`config.mk`:
```
export PLATFORM = sky130hd
export DESIGN_NAME = pmicrb_bank
export DESIGN_NICKNAME = d
export VERILOG_FILES = /design/src/rtl/pmicrb_pkg.sv /design/src/rtl/pmicrb_bank.sv /design/src/rtl/pmicrb_irq_group.sv
export VERILOG_INCLUDE_DIRS = /design/src /design/src/rtl
export SDC_FILE = /design/constraint.sdc
export NUM_CORES = 1
export LEC_CHECK = 0
export BUFFER_PORTS_ARGS = -buffer_cell sky130_fd_sc_hd__buf_2
export CORE_MARGIN = 5
export CORE_UTILIZATION = 61
export CTS_CLUSTER_DIAMETER = 100
export CTS_CLUSTER_SIZE = 14
export DETAILED_ROUTE_END_ITERATION = 8
export HOLD_SLACK_MARGIN = 0.15
export PLACE_DENSITY_LB_ADDON = 0.25
export SETUP_SLACK_MARGIN = 0.5
export SLEW_MARGIN = 10
export SYNTH_ARGS = -nofsm -noshare
export SYNTH_HDL_FRONTEND = slang
export SYNTH_SLANG_ARGS = --single-unit
```
`constraint.sdc`:
```
create_clock -name clk_i -period 8.7 [get_ports clk_i]
set_input_delay 0.435 -clock clk_i [delete_from_list [all_inputs] [get_ports clk_i]]
set_output_delay 0.435 -clock clk_i [all_outputs]
set_load 0.005 [all_outputs]
```
`src/rtl/pmicrb_defs.svh`:
```
// Register offsets, field positions and reset values of the regulator control bank.
// Assumes inclusion by bare name from design and bench files.
`ifndef PMICRB_DEFS_SVH
`define PMICRB_DEFS_SVH
// ==========================================================
// Offsets
`define PMICRB_OFS_DEVICE_REVISION     8'h00
`define PMICRB_OFS_FUSE_VER    8'h01
`define PMICRB_OFS_SW0_CTRL_A  8'h02
`define PMICRB_OFS_SW0_CTRL_B  8'h03
`define PMICRB_OFS_PG_CFG_A    8'h15
`define PMICRB_OFS_PG_CFG_B    8'h16
`define PMICRB_OFS_POWER_GOOD_FAULT_SOURCE    8'h17
`define PMICRB_OFS_SW_RESET    8'h18
`define PMICRB_OFS_IRQ_TOP_A   8'h19
`define PMICRB_OFS_IRQ_TOP_B   8'h1a
`define PMICRB_OFS_IRQ_SW      8'h1b
`define PMICRB_OFS_IRQ_LIN     8'h1c
`define PMICRB_OFS_ST_TOP      8'h1d
`define PMICRB_OFS_ST_SW       8'h1e
`define PMICRB_OFS_ST_LIN      8'h1f
`define PMICRB_OFS_MSK_TOP_A   8'h20
`define PMICRB_OFS_MSK_TOP_B   8'h21
`define PMICRB_OFS_MSK_SW      8'h22
`define PMICRB_OFS_MSK_LIN     8'h23
`define PMICRB_OFS_LOAD_SEL    8'h24
`define PMICRB_OFS_LOAD_HI     8'h25
`define PMICRB_OFS_LOAD_LO     8'h26
// ==========================================================
// Fields of the first switcher control register and write masks of both
`define PMICRB_BIT_MULTIPHASE  4
`define PMICRB_BIT_FORCE_PWM   3
`define PMICRB_BIT_DISCHARGE   2
`define PMICRB_BIT_ON_SOURCE   1
`define PMICRB_BIT_TURN_ON     0
`define PMICRB_SW0_A_WMASK     8'h1f
`define PMICRB_SW0_B_WMASK     8'h3f
// ==========================================================
// Reset values and read-only patterns
`define PMICRB_RST_SW0_A       8'h04
`define PMICRB_RST_ZERO        8'h00
`define PMICRB_DEVICE_REVISION_LOW     6'h02
`define PMICRB_PG_B_WMASK      8'h07
`define PMICRB_POWER_GOOD_FAULT_SOURCE_MASK   8'h03
`define PMICRB_IRQ_TOP_A_MASK  8'hff
`define PMICRB_IRQ_ONE_MASK    8'h01
`define PMICRB_IRQ_GRP_MASK    8'h77
`define PMICRB_IRQ_ILIM_GATE   8'h11
`define PMICRB_MSK_TOP_A_MASK  8'h95
`define PMICRB_MSK_GRP_MASK    8'hdd
`define PMICRB_ST_TOP_MASK     8'h9e
`define PMICRB_ST_GRP_MASK     8'hdd
`endif

```
`src/rtl/pmicrb_pkg.sv`:
```
// Types shared by the regulator control bank.
// Assumes the defs header is included by users needing numbers.
package pmicrb_pkg;
   // Serial engine phases
   typedef enum logic [1:0] {
      PMICRB_IDLE,
      PMICRB_INDEX,
      PMICRB_DATA
   } pmicrb_phase_t;
endpackage
```
`src/rtl/pmicrb_bank.sv`:
```
// Control register bank of a dual-switcher, dual-linear regulator device.
// Assumes a serial front end delivering start, index and data bytes on clk_i,
// and analog status levels that are asynchronous to clk_i.
`timescale 1ns/1ps
`include "pmicrb_defs.svh"
module pmicrb_bank #(
   parameter logic [1:0] PART_IDENTITY = 2'h1,  // Arbitrary value
   parameter logic [7:0] FUSE_VERSION  = 8'h5a  // Arbitrary value
) (
   // Clock and reset
   input  wire logic       clk_i,
   input  wire logic       rst_i,
   // Serial front end transaction bytes
   input  wire logic       xfer_start_i,
   input  wire logic       xfer_write_i,
   input  wire logic       byte_valid_i,
   input  wire logic [7:0] byte_data_i,
   input  wire logic       read_ack_i,
   output logic      [7:0] read_data_o,
   // External enable pin
   input  wire logic       enable_pin_i,
   // Analog status levels
   input  wire logic [7:0] stat_top_i,
   input  wire logic [7:0] stat_sw_i,
   input  wire logic [7:0] stat_lin_i,
   input  wire logic [1:0] power_good_fault_source_i,
   input  wire logic [8:0] load_current_i,
   // Event pulses from the analog monitors
   input  wire logic [7:0] evt_top_i,
   input  wire logic       evt_reset_i,
   input  wire logic [7:0] evt_sw_i,
   input  wire logic [7:0] evt_lin_i,
   // Switcher controls, power-good config, soft reset, load select and interrupt request
   output logic            sw0_on_o,
   output logic            sw0_discharge_o,
   output logic            sw0_force_pwm_o,
   output logic            sw0_multiphase_o,
   output logic      [5:0] sw0_limits_o,
   output logic      [7:0] pg_config_o,
   output logic            soft_reset_o,
   output logic            load_select_o,
   output logic            irq_o
);
   // ==========================================================
   // Serial index engine
   pmicrb_pkg::pmicrb_phase_t phase_r;
   pmicrb_pkg::pmicrb_phase_t phase_nxt;
   logic [7:0]                index_r;
   logic [7:0]                index_nxt;
   logic                      wr_en;
   logic                      rd_en;

   // Function decoding one offset against the index
   function automatic logic hit(input logic [7:0] idx, input logic [7:0] ofs);
      hit = (idx == ofs);
   endfunction

   // First byte after start is the index, later ones are data
   assign wr_en = byte_valid_i && xfer_write_i && (phase_r == pmicrb_pkg::PMICRB_DATA);
   assign rd_en = read_ack_i;

   // Phase sequence
   always_comb begin
      phase_nxt = phase_r;
      case (phase_r)
         pmicrb_pkg::PMICRB_IDLE: begin
            if (xfer_start_i) begin
               phase_nxt = pmicrb_pkg::PMICRB_INDEX;
            end
         end
         pmicrb_pkg::PMICRB_INDEX: begin
            if (xfer_start_i) begin
               phase_nxt = pmicrb_pkg::PMICRB_INDEX;
            end else if (byte_valid_i && xfer_write_i) begin
               phase_nxt = pmicrb_pkg::PMICRB_DATA;
            end
         end
         pmicrb_pkg::PMICRB_DATA: begin
            if (xfer_start_i) begin
               phase_nxt = pmicrb_pkg::PMICRB_INDEX;
            end
         end
         default: begin
            phase_nxt = pmicrb_pkg::PMICRB_IDLE;
         end
      endcase
   end

   // Index loads on first byte, steps after each written byte only
   assign index_nxt = (phase_r == pmicrb_pkg::PMICRB_INDEX && byte_valid_i && xfer_write_i) ? byte_data_i :
                      wr_en ? 8'(index_r + 8'h01) : index_r;

   always_ff @(posedge clk_i or posedge rst_i) begin
      if (rst_i) begin
         phase_r <= pmicrb_pkg::PMICRB_IDLE;
         index_r <= `PMICRB_RST_ZERO;
      end else begin
         phase_r <= phase_nxt;
         index_r <= index_nxt;
      end
   end

   // ==========================================================
   // Synchronisers for pins and analog levels
   logic [35:0] sync1_r;
   logic [35:0] sync2_r;
   logic        pin_en;
   logic [7:0]  st_top;
   logic [7:0]  st_sw;
   logic [7:0]  st_lin;
   logic [1:0]  st_fault;
   logic [8:0]  st_load;

   always_ff @(posedge clk_i or posedge rst_i) begin
      if (rst_i) begin
         sync1_r <= '0;
         sync2_r <= '0;
      end else begin
         sync1_r <= {enable_pin_i, stat_top_i, stat_sw_i, stat_lin_i, power_good_fault_source_i, load_current_i};
         sync2_r <= sync1_r;
      end
   end

   assign {pin_en, st_top, st_sw, st_lin, st_fault, st_load} = sync2_r;

   // ==========================================================
   // Writable registers
   logic [7:0] sw0_a_r;
   logic [7:0] sw0_b_r;
   logic [7:0] pg_a_r;
   logic [7:0] pg_b_r;
   logic       reset_r;
   logic [7:0] msk_top_a_r;
   logic [7:0] msk_top_b_r;
   logic [7:0] msk_sw_r;
   logic [7:0] msk_lin_r;
   logic       load_sel_r;
   logic [7:0] load_lo_r;
   logic       load_hi_r;
   logic       load_lo_rd;

   // Writes; reserved bits hold their reset value
   always_ff @(posedge clk_i or posedge rst_i) begin
      if (rst_i) begin
         sw0_a_r     <= `PMICRB_RST_SW0_A;
         sw0_b_r     <= `PMICRB_RST_ZERO;
         pg_a_r      <= `PMICRB_RST_ZERO;
         pg_b_r      <= `PMICRB_RST_ZERO;
         reset_r     <= 1'b0;
         msk_top_a_r <= `PMICRB_RST_ZERO;
         msk_top_b_r <= `PMICRB_RST_ZERO;
         msk_sw_r    <= `PMICRB_RST_ZERO;
         msk_lin_r   <= `PMICRB_RST_ZERO;
         load_sel_r  <= 1'b0;
      end else begin
         reset_r <= 1'b0;
         if (wr_en) begin
            if (hit(index_r, `PMICRB_OFS_SW0_CTRL_A)) begin
               sw0_a_r <= byte_data_i & `PMICRB_SW0_A_WMASK;
            end else if (hit(index_r, `PMICRB_OFS_SW0_CTRL_B)) begin
               sw0_b_r <= byte_data_i & `PMICRB_SW0_B_WMASK;
            end else if (hit(index_r, `PMICRB_OFS_PG_CFG_A)) begin
               pg_a_r <= byte_data_i;
            end else if (hit(index_r, `PMICRB_OFS_PG_CFG_B)) begin
               pg_b_r <= byte_data_i & `PMICRB_PG_B_WMASK;
            end else if (hit(index_r, `PMICRB_OFS_SW_RESET)) begin
               reset_r <= byte_data_i[0];
            end else if (hit(index_r, `PMICRB_OFS_MSK_TOP_A)) begin
               msk_top_a_r <= byte_data_i & `PMICRB_MSK_TOP_A_MASK;
            end else if (hit(index_r, `PMICRB_OFS_MSK_TOP_B)) begin
               msk_top_b_r <= byte_data_i & `PMICRB_IRQ_ONE_MASK;
            end else if (hit(index_r, `PMICRB_OFS_MSK_SW)) begin
               msk_sw_r <= byte_data_i & `PMICRB_MSK_GRP_MASK;
            end else if (hit(index_r, `PMICRB_OFS_MSK_LIN)) begin
               msk_lin_r <= byte_data_i & `PMICRB_MSK_GRP_MASK;
            end else if (hit(index_r, `PMICRB_OFS_LOAD_SEL)) begin
               load_sel_r <= byte_data_i[0];
            end
         end
      end
   end

   // Low load byte read holds the high bit for that one cycle only, and only if the low byte changes
   assign load_lo_rd = rd_en && hit(index_r, `PMICRB_OFS_LOAD_LO);

   always_ff @(posedge clk_i or posedge rst_i) begin
      if (rst_i) begin
         load_lo_r <= `PMICRB_RST_ZERO;
         load_hi_r <= 1'b0;
      end else begin
         load_lo_r <= st_load[7:0];
         if (load_lo_rd) begin
            load_hi_r <= load_lo_r == st_load[7:0] ? st_load[8] : load_hi_r;
         end else begin
            load_hi_r <= st_load[8];
         end
      end
   end

   // ==========================================================
   // Interrupt flag groups, write one clears
   logic [7:0] clr_top_a;
   logic [7:0] clr_top_b;
   logic [7:0] clr_sw;
   logic [7:0] clr_lin;
   logic [7:0] flg_top_a;
   logic [7:0] flg_top_b;
   logic [7:0] flg_sw;
   logic [7:0] flg_lin;
   logic [3:0] irq_part;

   assign clr_top_a = (wr_en && hit(index_r, `PMICRB_OFS_IRQ_TOP_A)) ? byte_data_i : 8'h00;
   assign clr_top_b = (wr_en && hit(index_r, `PMICRB_OFS_IRQ_TOP_B)) ? byte_data_i : 8'h00;
   assign clr_sw    = (wr_en && hit(index_r, `PMICRB_OFS_IRQ_SW)) ? byte_data_i : 8'h00;
   assign clr_lin   = (wr_en && hit(index_r, `PMICRB_OFS_IRQ_LIN)) ? byte_data_i : 8'h00;

   pmicrb_irq_group #(.FLAG_MASK(`PMICRB_IRQ_TOP_A_MASK), .GATE_MASK(`PMICRB_MSK_TOP_A_MASK)) u_irq_top_a (
      .clk_i   (clk_i),
      .rst_i   (rst_i),
      .event_i (evt_top_i),
      .clear_i (clr_top_a),
      .mask_i  (msk_top_a_r),
      .flags_o (flg_top_a),
      .irq_o   (irq_part[0])
   );
   pmicrb_irq_group #(.FLAG_MASK(`PMICRB_IRQ_ONE_MASK), .GATE_MASK(`PMICRB_IRQ_ONE_MASK)) u_irq_top_b (
      .clk_i   (clk_i),
      .rst_i   (rst_i),
      .event_i ({7'h00, evt_reset_i}),
      .clear_i (clr_top_b),
      .mask_i  (msk_top_b_r),
      .flags_o (flg_top_b),
      .irq_o   (irq_part[1])
   );
   // Flags 0, 2, 4 and 6 share a mask bit position; only the current-limit ones, bits 0 and 4, are gated
   pmicrb_irq_group #(.FLAG_MASK(`PMICRB_IRQ_GRP_MASK), .GATE_MASK(`PMICRB_IRQ_ILIM_GATE)) u_irq_sw (
      .clk_i   (clk_i),
      .rst_i   (rst_i),
      .event_i (evt_sw_i),
      .clear_i (clr_sw),
      .mask_i  (msk_sw_r),
      .flags_o (flg_sw),
      .irq_o   (irq_part[2])
   );
   pmicrb_irq_group #(.FLAG_MASK(`PMICRB_IRQ_GRP_MASK), .GATE_MASK(`PMICRB_IRQ_ILIM_GATE)) u_irq_lin (
      .clk_i   (clk_i),
      .rst_i   (rst_i),
      .event_i (evt_lin_i),
      .clear_i (clr_lin),
      .mask_i  (msk_lin_r),
      .flags_o (flg_lin),
      .irq_o   (irq_part[3])
   );

   // The request is the OR of the four group requests
   assign irq_o = |irq_part;

   // ==========================================================
   // Read selection
   logic [7:0] rd_mux;
   logic [7:0] read_data_r;

   assign rd_mux =
      hit(index_r, `PMICRB_OFS_DEVICE_REVISION)   ? {PART_IDENTITY, `PMICRB_DEVICE_REVISION_LOW} :
      hit(index_r, `PMICRB_OFS_FUSE_VER)  ? FUSE_VERSION :
      hit(index_r, `PMICRB_OFS_SW0_CTRL_A) ? sw0_a_r :
      hit(index_r, `PMICRB_OFS_SW0_CTRL_B) ? sw0_b_r :
      hit(index_r, `PMICRB_OFS_PG_CFG_A)  ? pg_a_r :
      hit(index_r, `PMICRB_OFS_PG_CFG_B)  ? pg_b_r :
      hit(index_r, `PMICRB_OFS_POWER_GOOD_FAULT_SOURCE)  ? {6'h00, st_fault} :
      hit(index_r, `PMICRB_OFS_SW_RESET)  ? 8'h00 :
      hit(index_r, `PMICRB_OFS_IRQ_TOP_A) ? flg_top_a :
      hit(index_r, `PMICRB_OFS_IRQ_TOP_B) ? flg_top_b :
      hit(index_r, `PMICRB_OFS_IRQ_SW)    ? flg_sw :
      hit(index_r, `PMICRB_OFS_IRQ_LIN)   ? flg_lin :
      hit(index_r, `PMICRB_OFS_ST_TOP)    ? st_top & `PMICRB_ST_TOP_MASK :
      hit(index_r, `PMICRB_OFS_ST_SW)     ? st_sw & `PMICRB_ST_GRP_MASK :
      hit(index_r, `PMICRB_OFS_ST_LIN)    ? st_lin & `PMICRB_ST_GRP_MASK :
      hit(index_r, `PMICRB_OFS_MSK_TOP_A) ? msk_top_a_r :
      hit(index_r, `PMICRB_OFS_MSK_TOP_B) ? msk_top_b_r :
      hit(index_r, `PMICRB_OFS_MSK_SW)    ? msk_sw_r :
      hit(index_r, `PMICRB_OFS_MSK_LIN)   ? msk_lin_r :
      hit(index_r, `PMICRB_OFS_LOAD_SEL)  ? {7'h00, load_sel_r} :
      hit(index_r, `PMICRB_OFS_LOAD_HI)   ? {7'h00, load_hi_r} :
      hit(index_r, `PMICRB_OFS_LOAD_LO)   ? load_lo_r : 8'h00;

   // Read data registered every cycle, index untouched by reads
   always_ff @(posedge clk_i or posedge rst_i) begin
      if (rst_i) begin
         read_data_r <= `PMICRB_RST_ZERO;
      end else begin
         read_data_r <= rd_mux;
      end
   end

   // ==========================================================
   // Switcher control outputs
   logic sw0_on_nxt;
   logic sw0_on_r;
   logic sw0_dis_r;

   assign sw0_on_nxt = sw0_a_r[`PMICRB_BIT_TURN_ON] && (!sw0_a_r[`PMICRB_BIT_ON_SOURCE] || pin_en);

   always_ff @(posedge clk_i or posedge rst_i) begin
      if (rst_i) begin
         sw0_on_r  <= 1'b0;
         sw0_dis_r <= 1'b1;
      end else begin
         sw0_on_r  <= sw0_on_nxt;
         sw0_dis_r <= !sw0_on_nxt && sw0_a_r[`PMICRB_BIT_DISCHARGE];
      end
   end

   assign read_data_o      = read_data_r;
   assign sw0_on_o         = sw0_on_r;
   assign sw0_discharge_o  = sw0_dis_r;
   assign sw0_force_pwm_o  = sw0_a_r[`PMICRB_BIT_FORCE_PWM] | sw0_a_r[`PMICRB_BIT_MULTIPHASE];
   assign sw0_multiphase_o = sw0_a_r[`PMICRB_BIT_MULTIPHASE];
   assign sw0_limits_o     = sw0_b_r[5:0];
   assign pg_config_o      = pg_a_r;
   assign soft_reset_o     = reset_r;
   assign load_select_o    = load_sel_r;

   // ==========================================================
   // Checks
   index_step_a: assert property (@(posedge clk_i) disable iff (rst_i)
      wr_en && !xfer_start_i |=> index_r == $past(index_r) + 8'h01)
      else $error("index did not step after write");
   read_keep_a: assert property (@(posedge clk_i) disable iff (rst_i)
      (phase_r == pmicrb_pkg::PMICRB_DATA) && !byte_valid_i && !xfer_start_i |=> $stable(index_r))
      else $error("index moved without a write");
   ident_fixed_a: assert property (@(posedge clk_i) disable iff (rst_i)
      index_r == `PMICRB_OFS_DEVICE_REVISION |=> read_data_o[7:6] == PART_IDENTITY)
      else $error("part identity wrong");
   fuse_code_a: assert property (@(posedge clk_i) disable iff (rst_i)
      index_r == `PMICRB_OFS_FUSE_VER |=> read_data_o == FUSE_VERSION)
      else $error("fuse code wrong");
   multiphase_pwm_a: assert property (@(posedge clk_i) disable iff (rst_i)
      sw0_multiphase_o |-> sw0_force_pwm_o)
      else $error("multiphase without forced pulse width");
   mode_follow_a: assert property (@(posedge clk_i) disable iff (rst_i)
      wr_en && index_r == `PMICRB_OFS_SW0_CTRL_A |=> sw0_force_pwm_o == ($past(byte_data_i[3]) | $past(byte_data_i[4])))
      else $error("mode bit not applied");
   discharge_off_a: assert property (@(posedge clk_i) disable iff (rst_i)
      sw0_discharge_o |-> !sw0_on_o)
      else $error("discharge while on");
   pin_gate_a: assert property (@(posedge clk_i) disable iff (rst_i)
      sw0_a_r[1] && !pin_en ##1 sw0_a_r[1] |-> !sw0_on_o)
      else $error("pin source ignored");
   turn_on_a: assert property (@(posedge clk_i) disable iff (rst_i)
      sw0_a_r[0] && !sw0_a_r[1] |=> sw0_on_o)
      else $error("switcher not turned on");
endmodule

```
`src/rtl/pmicrb_irq_group.sv`:
```
// One interrupt flag register with its mask.
// Assumes event pulses arrive on clk_i.
`timescale 1ns/1ps
`include "pmicrb_defs.svh"
module pmicrb_irq_group #(
   parameter logic [7:0] FLAG_MASK = 8'hff,
   parameter logic [7:0] GATE_MASK = 8'hff
) (
   // Clock and reset
   input  wire logic       clk_i,
   input  wire logic       rst_i,
   // Events and software clear
   input  wire logic [7:0] event_i,
   input  wire logic [7:0] clear_i,
   input  wire logic [7:0] mask_i,
   // Flags and request
   output logic      [7:0] flags_o,
   output logic            irq_o
);
   logic [7:0] flags_nxt;

   // Set wins over a clear in the same cycle
   assign flags_nxt = ((flags_o & ~clear_i) | event_i) & FLAG_MASK;

   // Flag storage
   always_ff @(posedge clk_i or posedge rst_i) begin
      if (rst_i) begin
         flags_o <= `PMICRB_RST_ZERO;
      end else begin
         flags_o <= flags_nxt;
      end
   end

   // Masked flags stay recorded; only mask bits inside GATE_MASK stop a request
   assign irq_o = |(flags_o & ~(mask_i & GATE_MASK));

   masked_kept_a: assert property (@(posedge clk_i) disable iff (rst_i)
      (event_i[0] && FLAG_MASK[0]) |=> flags_o[0])
      else $error("event flag not recorded");
endmodule

```
* Yosys cells after proc, flatten, opt, wreduce, memory -nomap -nowiden
Cells that the tools add are included.
Word-level totals: input bits 75, output and inout port bits 29, word-level logic and storage cells 150, flip-flop bits (word level) 163
Operators by class: mux-type cells 40, bitwise logic cells 30, reductions and logical operators 29, eq/ne operators 27, $add $sub $neg 1
Operator list (number):
- $mux W8 | 25
- $eq A8 B5 Y1 const B | 11
- $eq A8 B6 Y1 const B | 7
- $reduce_or A32 Y1 | 1
- $and A7 B8 Y8 | 2
- $and A8 B8 Y8 | 2
- $eq A8 B2 Y1 const B | 2
- $not A5 Y8 | 2
- $not A8 Y8 | 2
- $and A7 B7 Y7 | 2
- $mux W7 | 2
- $not A7 Y7 | 2
- $or A7 B7 Y7 | 2
- $logic_and A1 B1 Y1 | 11
- $reduce_and A11 Y1 | 1
- $not A1 Y1 | 10
- $reduce_and A10 Y1 | 1
- $mux W1 | 9
- $reduce_and A9 Y1 | 1
- $add A8 B1 Y8 const B | 1
- $and A1 B8 Y8 | 1
- $eq A8 B1 Y1 const B | 1
- $eq A8 B8 Y1 | 1
- $logic_not A8 Y1 | 1
- 21 further kinds | 27

* Logic depth before layout (Yosys ltp)
Gate-level depths: netlist (run 1).
depth after elaboration 23, gate-level depth with buffers 10

* Cells and area by module
A second synthesis (run 1) with hierarchy kept.
Second synthesis, totals: cells, all modules 623, area, all modules 6816.5 um^2
Modules (own cells, without submodules):
- pmicrb_bank | cells each 531, area an instance 5850.6 um^2, sequential area each 3205.6 um^2, times used 1
- pmicrb_irq_group at u_irq_lin ... | cells each 24, area an instance 262.8 um^2, sequential area each 150.1 um^2, times used 2
- pmicrb_irq_group at u_irq_top_a | cells each 31, area an instance 337.8 um^2, sequential area each 200.2 um^2, times used 1
- pmicrb_irq_group at u_irq_top_b | cells each 13, area an instance 102.6 um^2, sequential area each 25.0 um^2, times used 1

* Worst setup path after synthesis (run 1)
OpenSTA, ideal clock, no wires.
path type reg-to-reg, start reg index_r[0], end reg msk_sw_r[3], cell stages (with the launch flop) 9, arrival time 2.332 ns, clock period less this slack 2.457 ns, data required time 8.575 ns, buffers on the path 2, setup slack 6.243 ns, cells stage by stage dfrtp_1 ha_1 clkbuf_1 nor2b_1 nor4b_2 or4_1 buf_2 nor3_4 mux2_2
Between the ends: longest elaborated chain between the ends 3, elaborated cells on any way between the ends 16, classes of those cells 8 x eq/ne; 7 x bitwise; 1 x reduce/logical
Ends and longest elaborated chain:
- from (decl) | line pmicrb_bank.sv:48 | logic [7:0] index_r;
- from (signal assigned) | line pmicrb_bank.sv:96 | index_r <= `PMICRB_RST_ZERO;
- from (signal assigned) | line pmicrb_bank.sv:99 | index_r <= index_nxt;
- $eq A8 B6 Y1 (tied with other cells) | line pmicrb_bank.sv:55 | hit = (idx == ofs);
- $not A1 Y1 (no source line)
- $reduce_and A9 Y1 (no source line) (*)
- to (signal assigned) | line pmicrb_bank.sv:152 | msk_sw_r <= `PMICRB_RST_ZERO;
- to (signal assigned) | line pmicrb_bank.sv:173 | msk_sw_r <= byte_data_i & `PMICRB_MSK_GRP_MASK;
- to (decl) | line pmicrb_bank.sv:135 | logic [7:0] msk_sw_r;
Mark *: on every way between the ends. The rest lies on a longest branch, timed or not. A chain may end at the register's enable or synchronous reset.

* Worst setup path after layout (run 1)
start reg index_r[0], end reg msk_sw_r[7]
The elaborated chain is that of the path after synthesis.

==> results.tsv, run 1 <==
stage	metric	value	unit
yosys	synth_compound_area_share	15.98	%
route	drc	0	
clock_network	post_cts_resized	0	
global_route	antenna_found_initial	0	
clock_network	cts_setup_buffers	0	
timing	max_slew_margin	29.21	%
yosys	ys_seq_area_share	58.47	%
floorplan	die_h	112.3	um
min_path	hp-start	byte_data_i[5]	
critical_path	worst_setup_path_start_kind	register	
min_path	holdCritPathClass	in2reg	
clock_network	cts_sinks	149	
global_route	grt_pass1_vias	5673	
finish	final_cells	843	
pwr	ir_drop	197.5	uV
critical_path	worstPathMaxFanout	17	
pwr	power_density	219.0	mW/mm2
finish	multi_input_area	0.002425	mm2
yosys	synth.area.mux_share	6.314	%
route	wl_per_cell	24.00	um
timing	finalHoldViolations	0	
timing	worst_pin_slew	1.058	ns
timing	period_share	42.18	%
yosys	syn_avg_cell_area	11.42	um2
min_path	hold_depth	3	
timing	setup_violations	0	
yosys	synth_xor_area_share	1.098	%
route	firstDrtPassIters	6	
critical_path	end_kind	register	
critical_path	reg2reg_slack	5.03	ns
floorplan	ioPinCount	104	
floorplan	start_util	62.09	%
global_route	grt_max_degree	76	
yosys	ys_ff_latch	149	
clock_network	cts_root_buffer	clkbuf_8	
critical_path	r2r_cells	6	
yosys	synth_common_cells	dfrtp_1, nand2_1, mux2_2	
floorplan	die_x	112.3	um
yosys	synth_area_leaders	dfrtp_1, mux2_2, nand2_1	
timing	timing.hold.ws	0.2621	ns
yosys	netlist.area_leader.share	57.65	%
finish	drive_gt1_share	24.93	%
global_route	grt_first_pass_wirelength	31480	um
pwr	total_power	1.749	mW
route	vias_per_cell	6.429	
finish	regArea	0.003731	mm2
finish	nFillCells	622	
critical_path	required	9.12	ns
floorplan	rows	37	
timing	max_freq	272.5	MHz
yosys	ys_warn_count	0	
placed_design	pre_cts_ws	5.264	ns
pwr	switchingPower	510.2	uW
floorplan	core_area	0.01028	mm2
yosys	synth-edff-count	0	
global_route	overflow	0	
pwr	clkPwrFrac	41.0	%
pwr	combinationalPowerShare	15.2	%
finish	final_nets	773	
yosys	yosysMostFrequentCell	dfrtp_1	
clock_network	htree_levels	4	
clock_network	cts.path.max_buffers	2	
critical_path	worstSetupPathType	reg2reg	
clock_network	cts_hold_buf	52	
timing	fin_ws	5.030	ns
floorplan	die_area	0.01261	mm2
route	via_count	5420	
placed_design	io_buffer_count	92	
critical_path	r2r_end	msk_sw_r[7]	
pwr	p_seq_share	43.9	%
critical_path	arrival	4.09	ns
clock_network	clk_latency	0.55	ns
timing	finalSetupTns	0	ns
route	first_iter_violations	662	
placed_design	dpl.cell_count	759	
placed_design	gp_congestion	0.9722	
pwr	p_leak	3.545	nW
yosys	async_flop_share	100.0	%
global_route	grt_use_total	32.94	%
yosys	synth-simple-area-share	13.82	%
yosys	synth_adder_area_share	0.7843	%
clock_network	cts_buffers	17	
yosys	synthFlopType	dfrtp_1	
timing	min_period	3.670	ns
pwr	p_sw_share	29.16	%
timing	grt_setup_unrepaired	no	
yosys	synth_largest_area_cell	dfrtp_1	
pwr	p_int	1.239	mW
critical_path	r2r-start	index_r[0]	
route	ant_nets	0	
min_path	whs_endpoint	u_irq_top_a.flags_o[5]	
placed_design	hpwl	13300	um
timing	maxSlewViolCount	0	
run	timing.max_cap.violations	0	
yosys	synthesis.area	0.006381	mm2
yosys	ys_types	66	
finish	area_growth	25.16	%
route	routed_wl	20230	um
yosys	synth_top_family_by_area	compound AO/OA/AOI/OAI gates	
outcome	status	completed	
yosys	syn_nets	638	
timing	finalClockSkew	0.01027	ns
clock_network	path_clk_slew	0.06	ns
clock_network	cts_tree	built	
yosys	netlist_instances	559	
==> flip-flops by register name, indices dropped and copies added (netlist names), 2 cells and up <==
signal,count
msk_sw_r,6
phase_r,2
msk_top_a_r,4
u_irq_top_a.flags_o,8
load_lo_r,8
u_irq_sw.flags_o,6
read_data_o,8
sync1_r,29
sync2_r,29
msk_lin_r,6
pg_b_r,3
sw0_b_r,6
u_irq_lin.flags_o,6
index_r,8
sw0_a_r,5
pg_config_o,8
==> worst max-delay path by stage <==
stage / slack, ns / depth (start not counted) / start / to
CTS: 5.20 / 6 / index_r[0] / msk_sw_r[7]
finish: 5.03 / 6 / index_r[0] / msk_sw_r[7]
global route: 5.04 / 6 / index_r[0] / msk_sw_r[7]
detailed placement: 5.26 / 6 / index_r[0] / msk_sw_r[7]
floorplan: 4.26 / 1 / rst_i / index_r[0]
global placement: 5.36 / 6 / index_r[1] / msk_sw_r[2]
==> power by group through the flow <==
stage | Clock (mW) | Combinational (mW) | Sequential [mW]
after floorplan | 0 | 0.171 | 0.758
after global placement | 0 | 0.236 | 0.773
after detailed placement | 0 | 0.237 | 0.777
after CTS | 0.717 | 0.258 | 0.765
after global routing | 0.756 | 0.283 | 0.772
final | 0.716 | 0.266 | 0.767
==> final cells by class <==
type	count	area share, %
well taps	136	2.131
clock buffers	18	5.358
clock inverters	13	1.833
inverters	22	1.097
diodes	1	0.03133
flip-flops and latches	149	46.72
repair buffers	146	12.47
multi-input cells	358	30.36
==> cell families after synthesis <==
kind of cell / after synthesis
adders and majority gates: 4
AOI/OAI and AO/OA: 147
DFF: 149
buffers and inverters: 52
and+or+nand+nor: 163
xor gates and xnor gates: 8
muxes: 36
==> per-layer routing <==
layer  global-route usage (%)  vias to the layer above  wire length [um]
met5                        0                        -                 0
met4                    16.91                        0               934
met3                    7.763                       89              1715
met2                    53.12                      354              9893
met1                    41.78                     2678              7685
li1                         -                     2299                 -
==> cell usage in the layout (no fill, tap or decap), drive strengths merged, types with 7 or more instances in the layout <==
cell	count
inv	25
nand2	66
xnor2	8
nand4	8
dlygate4sd3	52
clkbuf	18
buf	94
a22oi	12
dfrtp	147
o22ai	9
a21o	22
nor2	16
o21ai	32
a21oi	21
nor3	14
mux2	34
a2bb2oi	7
nand3	12
and3	7
==> through the flow <==
step | area, um2 | util (%)
6_report | 7986 | 77.71
2_1_floorplan | 6381 | -
5_1_grt | 7984 | 77.68
4_1_cts | 7984 | 77.68
3_3_place_gp | 6889 | 67.03
3_5_place_dp | 6889 | 67.03
==> critical path, cell delays in order (launching register included) <==
cell and delay [ns]:
dfrtp_1 0.44, ha_1 0.68, nor2b_1 0.61, nor4b_2 0.87, or4_1 0.47, nor3_4 0.12, mux2_2 0.34
Power figures use the tool's default switching activity.
==> inputs of run 2 (changes only) <==
CORE_UTILIZATION = 56   (was 61)
clock period = 3.5 ns   (was 8.7 ns; I/O delays follow)
==> run 2 against run 1 <==
Compared with the run above: hold slack got worse by 0.079 ns; combinational power rose to 2.8 times the previous value; global-route usage down 0.62 points; core utilization shrank 3.1 points; die area grew 8.1%; via count up 2.0%; sequential power is 150% higher; critical endpoint is now read_data_o[0]; sequential share of layout area fell by 2.4 points; clock skew grew 0.0046 ns; fmax rose by 29%; largest power group unchanged.
==> results.tsv, run 2 (synthesis gave the netlist of run 1 again) <==
stage	metric	value	unit	change
global_route	grt_use_total	32.32	%	-0.62 points
floorplan	die_area	0.01363	mm2	+8.1%
route	top_layer	met4		
timing	max_slew_margin	30.33	%	+1.1 points
clock_network	cts_sinks	149		unchanged
placed_design	gp_congestion	0.9436		-2.9%
critical_path	end_kind	register		
global_route	grt_first_pass_wirelength	31950	um	+1.5%
critical_path	required	3.81	ns	-5.31 ns
pwr	combinationalPowerShare	16.7	%	+1.5 points
global_route	overflow	0		unchanged
floorplan	ioPinCount	104		unchanged
timing	fin_ws	0.6493	ns	-4.381 ns
finish	final_area	0.008411	mm2	+5.3%
route	wl_per_cell	23.36	um	-2.6%
clock_network	cts_root_buffer	clkbuf_16		
route	wl_met3	1708	um	-0.41%
floorplan	rows	39		+5.4%
floorplan	start_util	56.61	%	-5.5 points
global_route	grt_max_degree	89		+17%
finish	drive_gt1_share	27.03	%	+2.1 points
pwr	ir_drop	478.6	uV	+140%
clock_network	path_clk_slew	0.07	ns	about the same
route	wl_met1	8035	um	+4.6%
finish	final_nets	817		+5.7%
floorplan	core_area	0.01127	mm2	+9.7%
pwr	p_int	3.163	mW	+160%
finish	reg_top3	sync1_r x29, sync2_r x29		
timing	setup_violations	0		unchanged
route	vias_per_cell	6.169		-4.1%
run	timing.max_cap.violations	0		unchanged
min_path	holdCritPathClass	in2reg		
finish	final_common_cell	dfrtp_1		
clock_network	cts_tree	built		
finish	area_growth	31.80	%	
outcome	status	completed		
placed_design	pre_cts_ws	0.6270	ns	-4.637 ns
route	via_count	5527		+2.0%
route	routed_wl	20930	um	+3.5%
pwr	p_sw_share	29.52	%	+0.35 points
global_route	antenna_found_initial	1		+1
placed_design	hpwl	13630	um	+2.5%
timing	grt_setup_unrepaired	no		
pwr	clkPwrFrac	41.1	%	about the same
route	wl_met2	10360	um	+4.7%
timing	period_share	81.45	%	+39 points
clock_network	htree_levels	4		unchanged
floorplan	die_h	116.7	um	+4.0%
timing	min_period	2.851	ns	-0.8189 ns
finish	final_cell_mix	dfrtp_1, buf_2, dlygate4sd3_1		
placed_design	place_area	0.007047	mm2	+2.3%
timing	finalSetupTns	0	ns	unchanged
pwr	power_density	533.5	mW/mm2	+140%
placed_design	io_buffer_count	92		unchanged
route	first_iter_violations	605		-8.6%
timing	maxSlewViolCount	0		unchanged
critical_path	worst_setup_path_start_kind	register		
pwr	p_leak	3.715	nW	+4.8%
global_route	grt_pass1_vias	5727		+0.95%
route	drc	0		unchanged
route	firstDrtPassIters	5		-1
route	ant_nets	0		unchanged
critical_path	worstPathMaxFanout	14		-3
clock_network	cts.path.max_buffers	2		unchanged
pwr	switchingPower	1.325	mW	+160%
clock_network	cts_buffers	17		unchanged
timing	max_freq	350.8	MHz	+29%
critical_path	arrival	3.16	ns	-0.93 ns
critical_path	worstSetupPathType	reg2reg		
pwr	p_seq_share	42.2	%	-1.7 points
timing	finalHoldViolations	0		unchanged
clock_network	clk_latency	0.44	ns	-0.11 ns
timing	finalClockSkew	0.01484	ns	+0.004571 ns
timing	worst_pin_slew	1.045	ns	-0.01297 ns
floorplan	die_x	116.7	um	+4.0%
-- run 2: final cells by class --
class	count	area, um2
clock inverters	15	168.9
well taps	143	178.9
fillers	746	2861
repair buffers	190	1381
diodes	2	5.005
clock buffers	17	425.4
multi-input cells	358	2434
inverters	22	86.33
flip-flops and latches	149	3731
-- run 2: per-stage QoR --
stage	hold slack (ns)	util, %	power, mW	instances
6_report	0.1836	74.61	4.487	896
5_1_grt	0.1801	74.57	4.645	894
4_1_cts	0.1510	74.36	4.474	892
3_5_place_dp	0.2844	62.52	2.586	786
3_3_place_gp	0.2833	62.52	2.577	786
2_1_floorplan	0.2064	-	2.309	559
-- run 2: final timing paths --
path	startpoint	end	slack (ns)	cells after the start
min reg2reg	sync1_r[21]	sync2_r[21]	0.35	0
min	byte_data_i[3]	u_irq_top_a.flags_o[3]	0.18	3
max	index_r[4]	read_data_o[0]	0.65	6
min in group asynchronous	rst_i	sync1_r[21]	0.54	4
max in group asynchronous	rst_i	u_irq_lin.flags_o[5]	2.15	4
max reg2reg	index_r[4]	read_data_o[0]	0.65	6
-- run 2: worst max-delay path: stages (launching register included) --
cell and delay (ns):
dfrtp_1 0.52, or4b_4 0.64, or3_1 0.63, a211oi_2 0.28, o221ai_1 0.16, and3_1 0.19, a311o_1 0.32
-- run 2: power groups by stage --
| stage | Clock, mW | Combinational, mW | Sequential (mW) |
|---|---|---|---|
| floorplan | 0 | 0.426 | 1.88 |
| detailed placement | 0 | 0.664 | 1.92 |
| finish | 1.84 | 0.749 | 1.90 |
| CTS | 1.86 | 0.720 | 1.89 |
| global route | 1.93 | 0.804 | 1.91 |
| global placement | 0 | 0.661 | 1.92 |
-- run 2: timing repair --
action / 4_1_cts / 5_1_grt
resized for setup: 0 / 5
hold buffers: 74 / 0
setup buffers: 0 / 2
endpoints found under the setup margin: 0 / 18
hold endpoints to repair: 138 / 0
-- run 2: routing by layer --
metal  track usage (%)  vias to the layer above
met2             52.10                      312
met3             7.772                       73
met4             16.74                        0
met5                 0                        -
met1             40.70                     2743
li1                  -                     2399
==> inputs of run 3 (changes only) <==
clock period = 2.98 ns   (was 3.5 ns; I/O delays follow)
==> run 3 against run 2 <==
Compared with the run above: fmax rose by 15%; hold slack improved by 0.16 ns; core utilization rose by 2.0 points; clock-buffer cell count rose by 1; wire length rose by 0.58%; cell count rose by 1.7%; power rose by 21%; first-iteration DRC count rose by 13%; largest cell class unchanged.
==> results.tsv, run 3 (synthesis gave the netlist of run 1 again) <==
stage	metric	value	unit	change
finish	final_cell_mix	dfrtp_1, buf_2, nand2_1		
timing	finalHoldViolations	0		unchanged
finish	reg_top3	sync1_r x29, sync2_r x29		
timing	finalSetupTns	0	ns	unchanged
finish	final_cells	911		+1.7%
placed_design	gp_congestion	0.9675		+2.5%
timing	worst_pin_slew	0.7525	ns	-0.2925 ns
critical_path	r2r-start	index_r[1]		
global_route	grt_max_degree	150		+69%
finish	final_area	0.008631	mm2	+2.6%
critical_path	arrival	2.79	ns	-0.37 ns
critical_path	worstSetupPathType	reg2reg		
floorplan	start_util	56.61	%	unchanged
route	wl_per_cell	23.11	um	-1.1%
placed_design	dpl.cell_count	808		+2.8%
outcome	status	completed		
global_route	overflow	0		unchanged
global_route	grt_first_pass_wirelength	31680	um	-0.85%
clock_network	cts_root_buffer	clkbuf_16		
route	routed_wl	21050	um	+0.58%
critical_path	r2r_cells	8		+2
pwr	ir_drop	606.1	uV	+27%
floorplan	ioPinCount	104		unchanged
min_path	hold_depth	0		-3
finish	area_growth	35.25	%	
timing	max_freq	403.7	MHz	+15%
route	drc	0		unchanged
timing	grt_setup_unrepaired	yes		
critical_path	end_kind	register		
timing	period_share	83.12	%	+1.7 points
placed_design	io_buffer_count	92		unchanged
placed_design	place_area	0.007237	mm2	+2.7%
run	timing.max_cap.violations	0		unchanged
route	ant_nets	0		unchanged
floorplan	die_h	116.7	um	unchanged
timing	finalClockSkew	0.01268	ns	-0.002163 ns
critical_path	worstPathMaxFanout	7		-7
route	first_iter_violations	684		+13%
route	via_count	5507		-0.36%
clock_network	cts_sinks	149		unchanged
finish	drive_gt1_share	31.12	%	+4.1 points
timing	min_period	2.477	ns	-0.3736 ns
clock_network	cts_buffers	17		unchanged
clock_network	cts_tree	built		
clock_network	path_clk_slew	0.06	ns	about the same
clock_network	htree_levels	4		unchanged
timing	setup_violations	0		unchanged
finish	final_common_cell	dfrtp_1		
floorplan	die_x	116.7	um	unchanged
route	vias_per_cell	6.045		-2.0%
floorplan	core_area	0.01127	mm2	unchanged
timing	maxSlewViolCount	0		unchanged
pwr	total_power	5.444	mW	+21%
clock_network	clk_latency	0.44	ns	about the same
critical_path	r2r_end	msk_sw_r[6]		
finish	final_nets	834		+2.1%
timing	max_slew_margin	49.83	%	+19 points
floorplan	rows	39		unchanged
timing	timing.hold.ws	0.3482	ns	+0.1646 ns
min_path	whs_endpoint	sync2_r[18]		
pwr	p_leak	3.891	nW	+4.7%
min_path	hp-start	sync1_r[18]		
finish	insertedDiodeCount	0		-2
placed_design	hpwl	13690	um	+0.44%
clock_network	cts.path.max_buffers	2		unchanged
critical_path	worst_setup_path_start_kind	register		
route	firstDrtPassIters	5		unchanged
critical_path	reg2reg_slack	0.50	ns	-0.15 ns
floorplan	die_area	0.01363	mm2	unchanged
global_route	grt_pass1_vias	5836		+1.9%
pwr	power_density	630.8	mW/mm2	+18%
critical_path	required	3.30	ns	-0.51 ns
min_path	holdCritPathClass	reg2reg		
global_route	grt_use_total	32.03	%	-0.29 points
global_route	antenna_found_initial	0		-1
run 3: report_power, final:
part | switching (mW) | total (mW) | internal [mW]
Combinational | 0.589 | 1.01 | 0.420
Sequential | 0.0817 | 2.21 | 2.13
Clock | 0.948 | 2.22 | 1.28
run 3: cell type report:
cell class,count,area (um2)
Clock buffer,18,429.2
Clock inverter,14,180.2
Fill cell,714,2641
Inverter,22,86.33
Multi-Input combinational cell,358,2507
Sequential cell,149,3736
Tap cell,143,178.9
Timing Repair Buffer,207,1513
run 3: how the worst max path moves through the flow:
stage | cells past startpoint | endpoint | from
3_3_place_gp | 9 | read_data_o[0] | index_r[0]
4_1_cts | 7 | read_data_o[3] | index_r[5]
3_5_place_dp | 7 | msk_lin_r[3] | index_r[0]
2_1_floorplan | 8 | msk_sw_r[3] | index_r[0]
6_report | 8 | msk_sw_r[6] | index_r[1]
5_1_grt | 8 | msk_sw_r[7] | index_r[1]
run 3: metal layers:
metal / up-vias / global-route usage [%] / part of all wire [%]
met2: 277 / 52.75 / 50
met3: 59 / 6.839 / 7.2
met5: - / 0 / 0
li1: 2426 / - / -
met4: 0 / 17.13 / 3.8
met1: 2745 / 39.68 / 39
run 3: metrics by stage:
step	util [%]	setup slack [ns]
2_1_floorplan	-	0.5227
3_3_place_gp	64.20	0.3243
3_5_place_dp	64.20	0.2647
4_1_cts	76.07	0.5010
5_1_grt	76.57	0.4709
6_report	76.57	0.5029
run 3: what timing repair did:
action / CTS / global route
setup endpoints to repair: 24 / 22
resized for setup: 12 / 11
pin swaps: 2 / 1
endpoints found under the hold margin: 211 / 0
hold buffers: 64 / 0
setup buffers: 5 / 2
gates cloned: 0 / 0
run 3: worst max-delay path: stages, from the launching register on:
cell	delay, ns
dfrtp_2	0.45
ha_1	0.22
nor2b_1	0.15
nor4b_4	0.19
or4_4	0.50
buf_12	0.16
nor3_4	0.19
buf_4	0.16
mux2_2	0.33
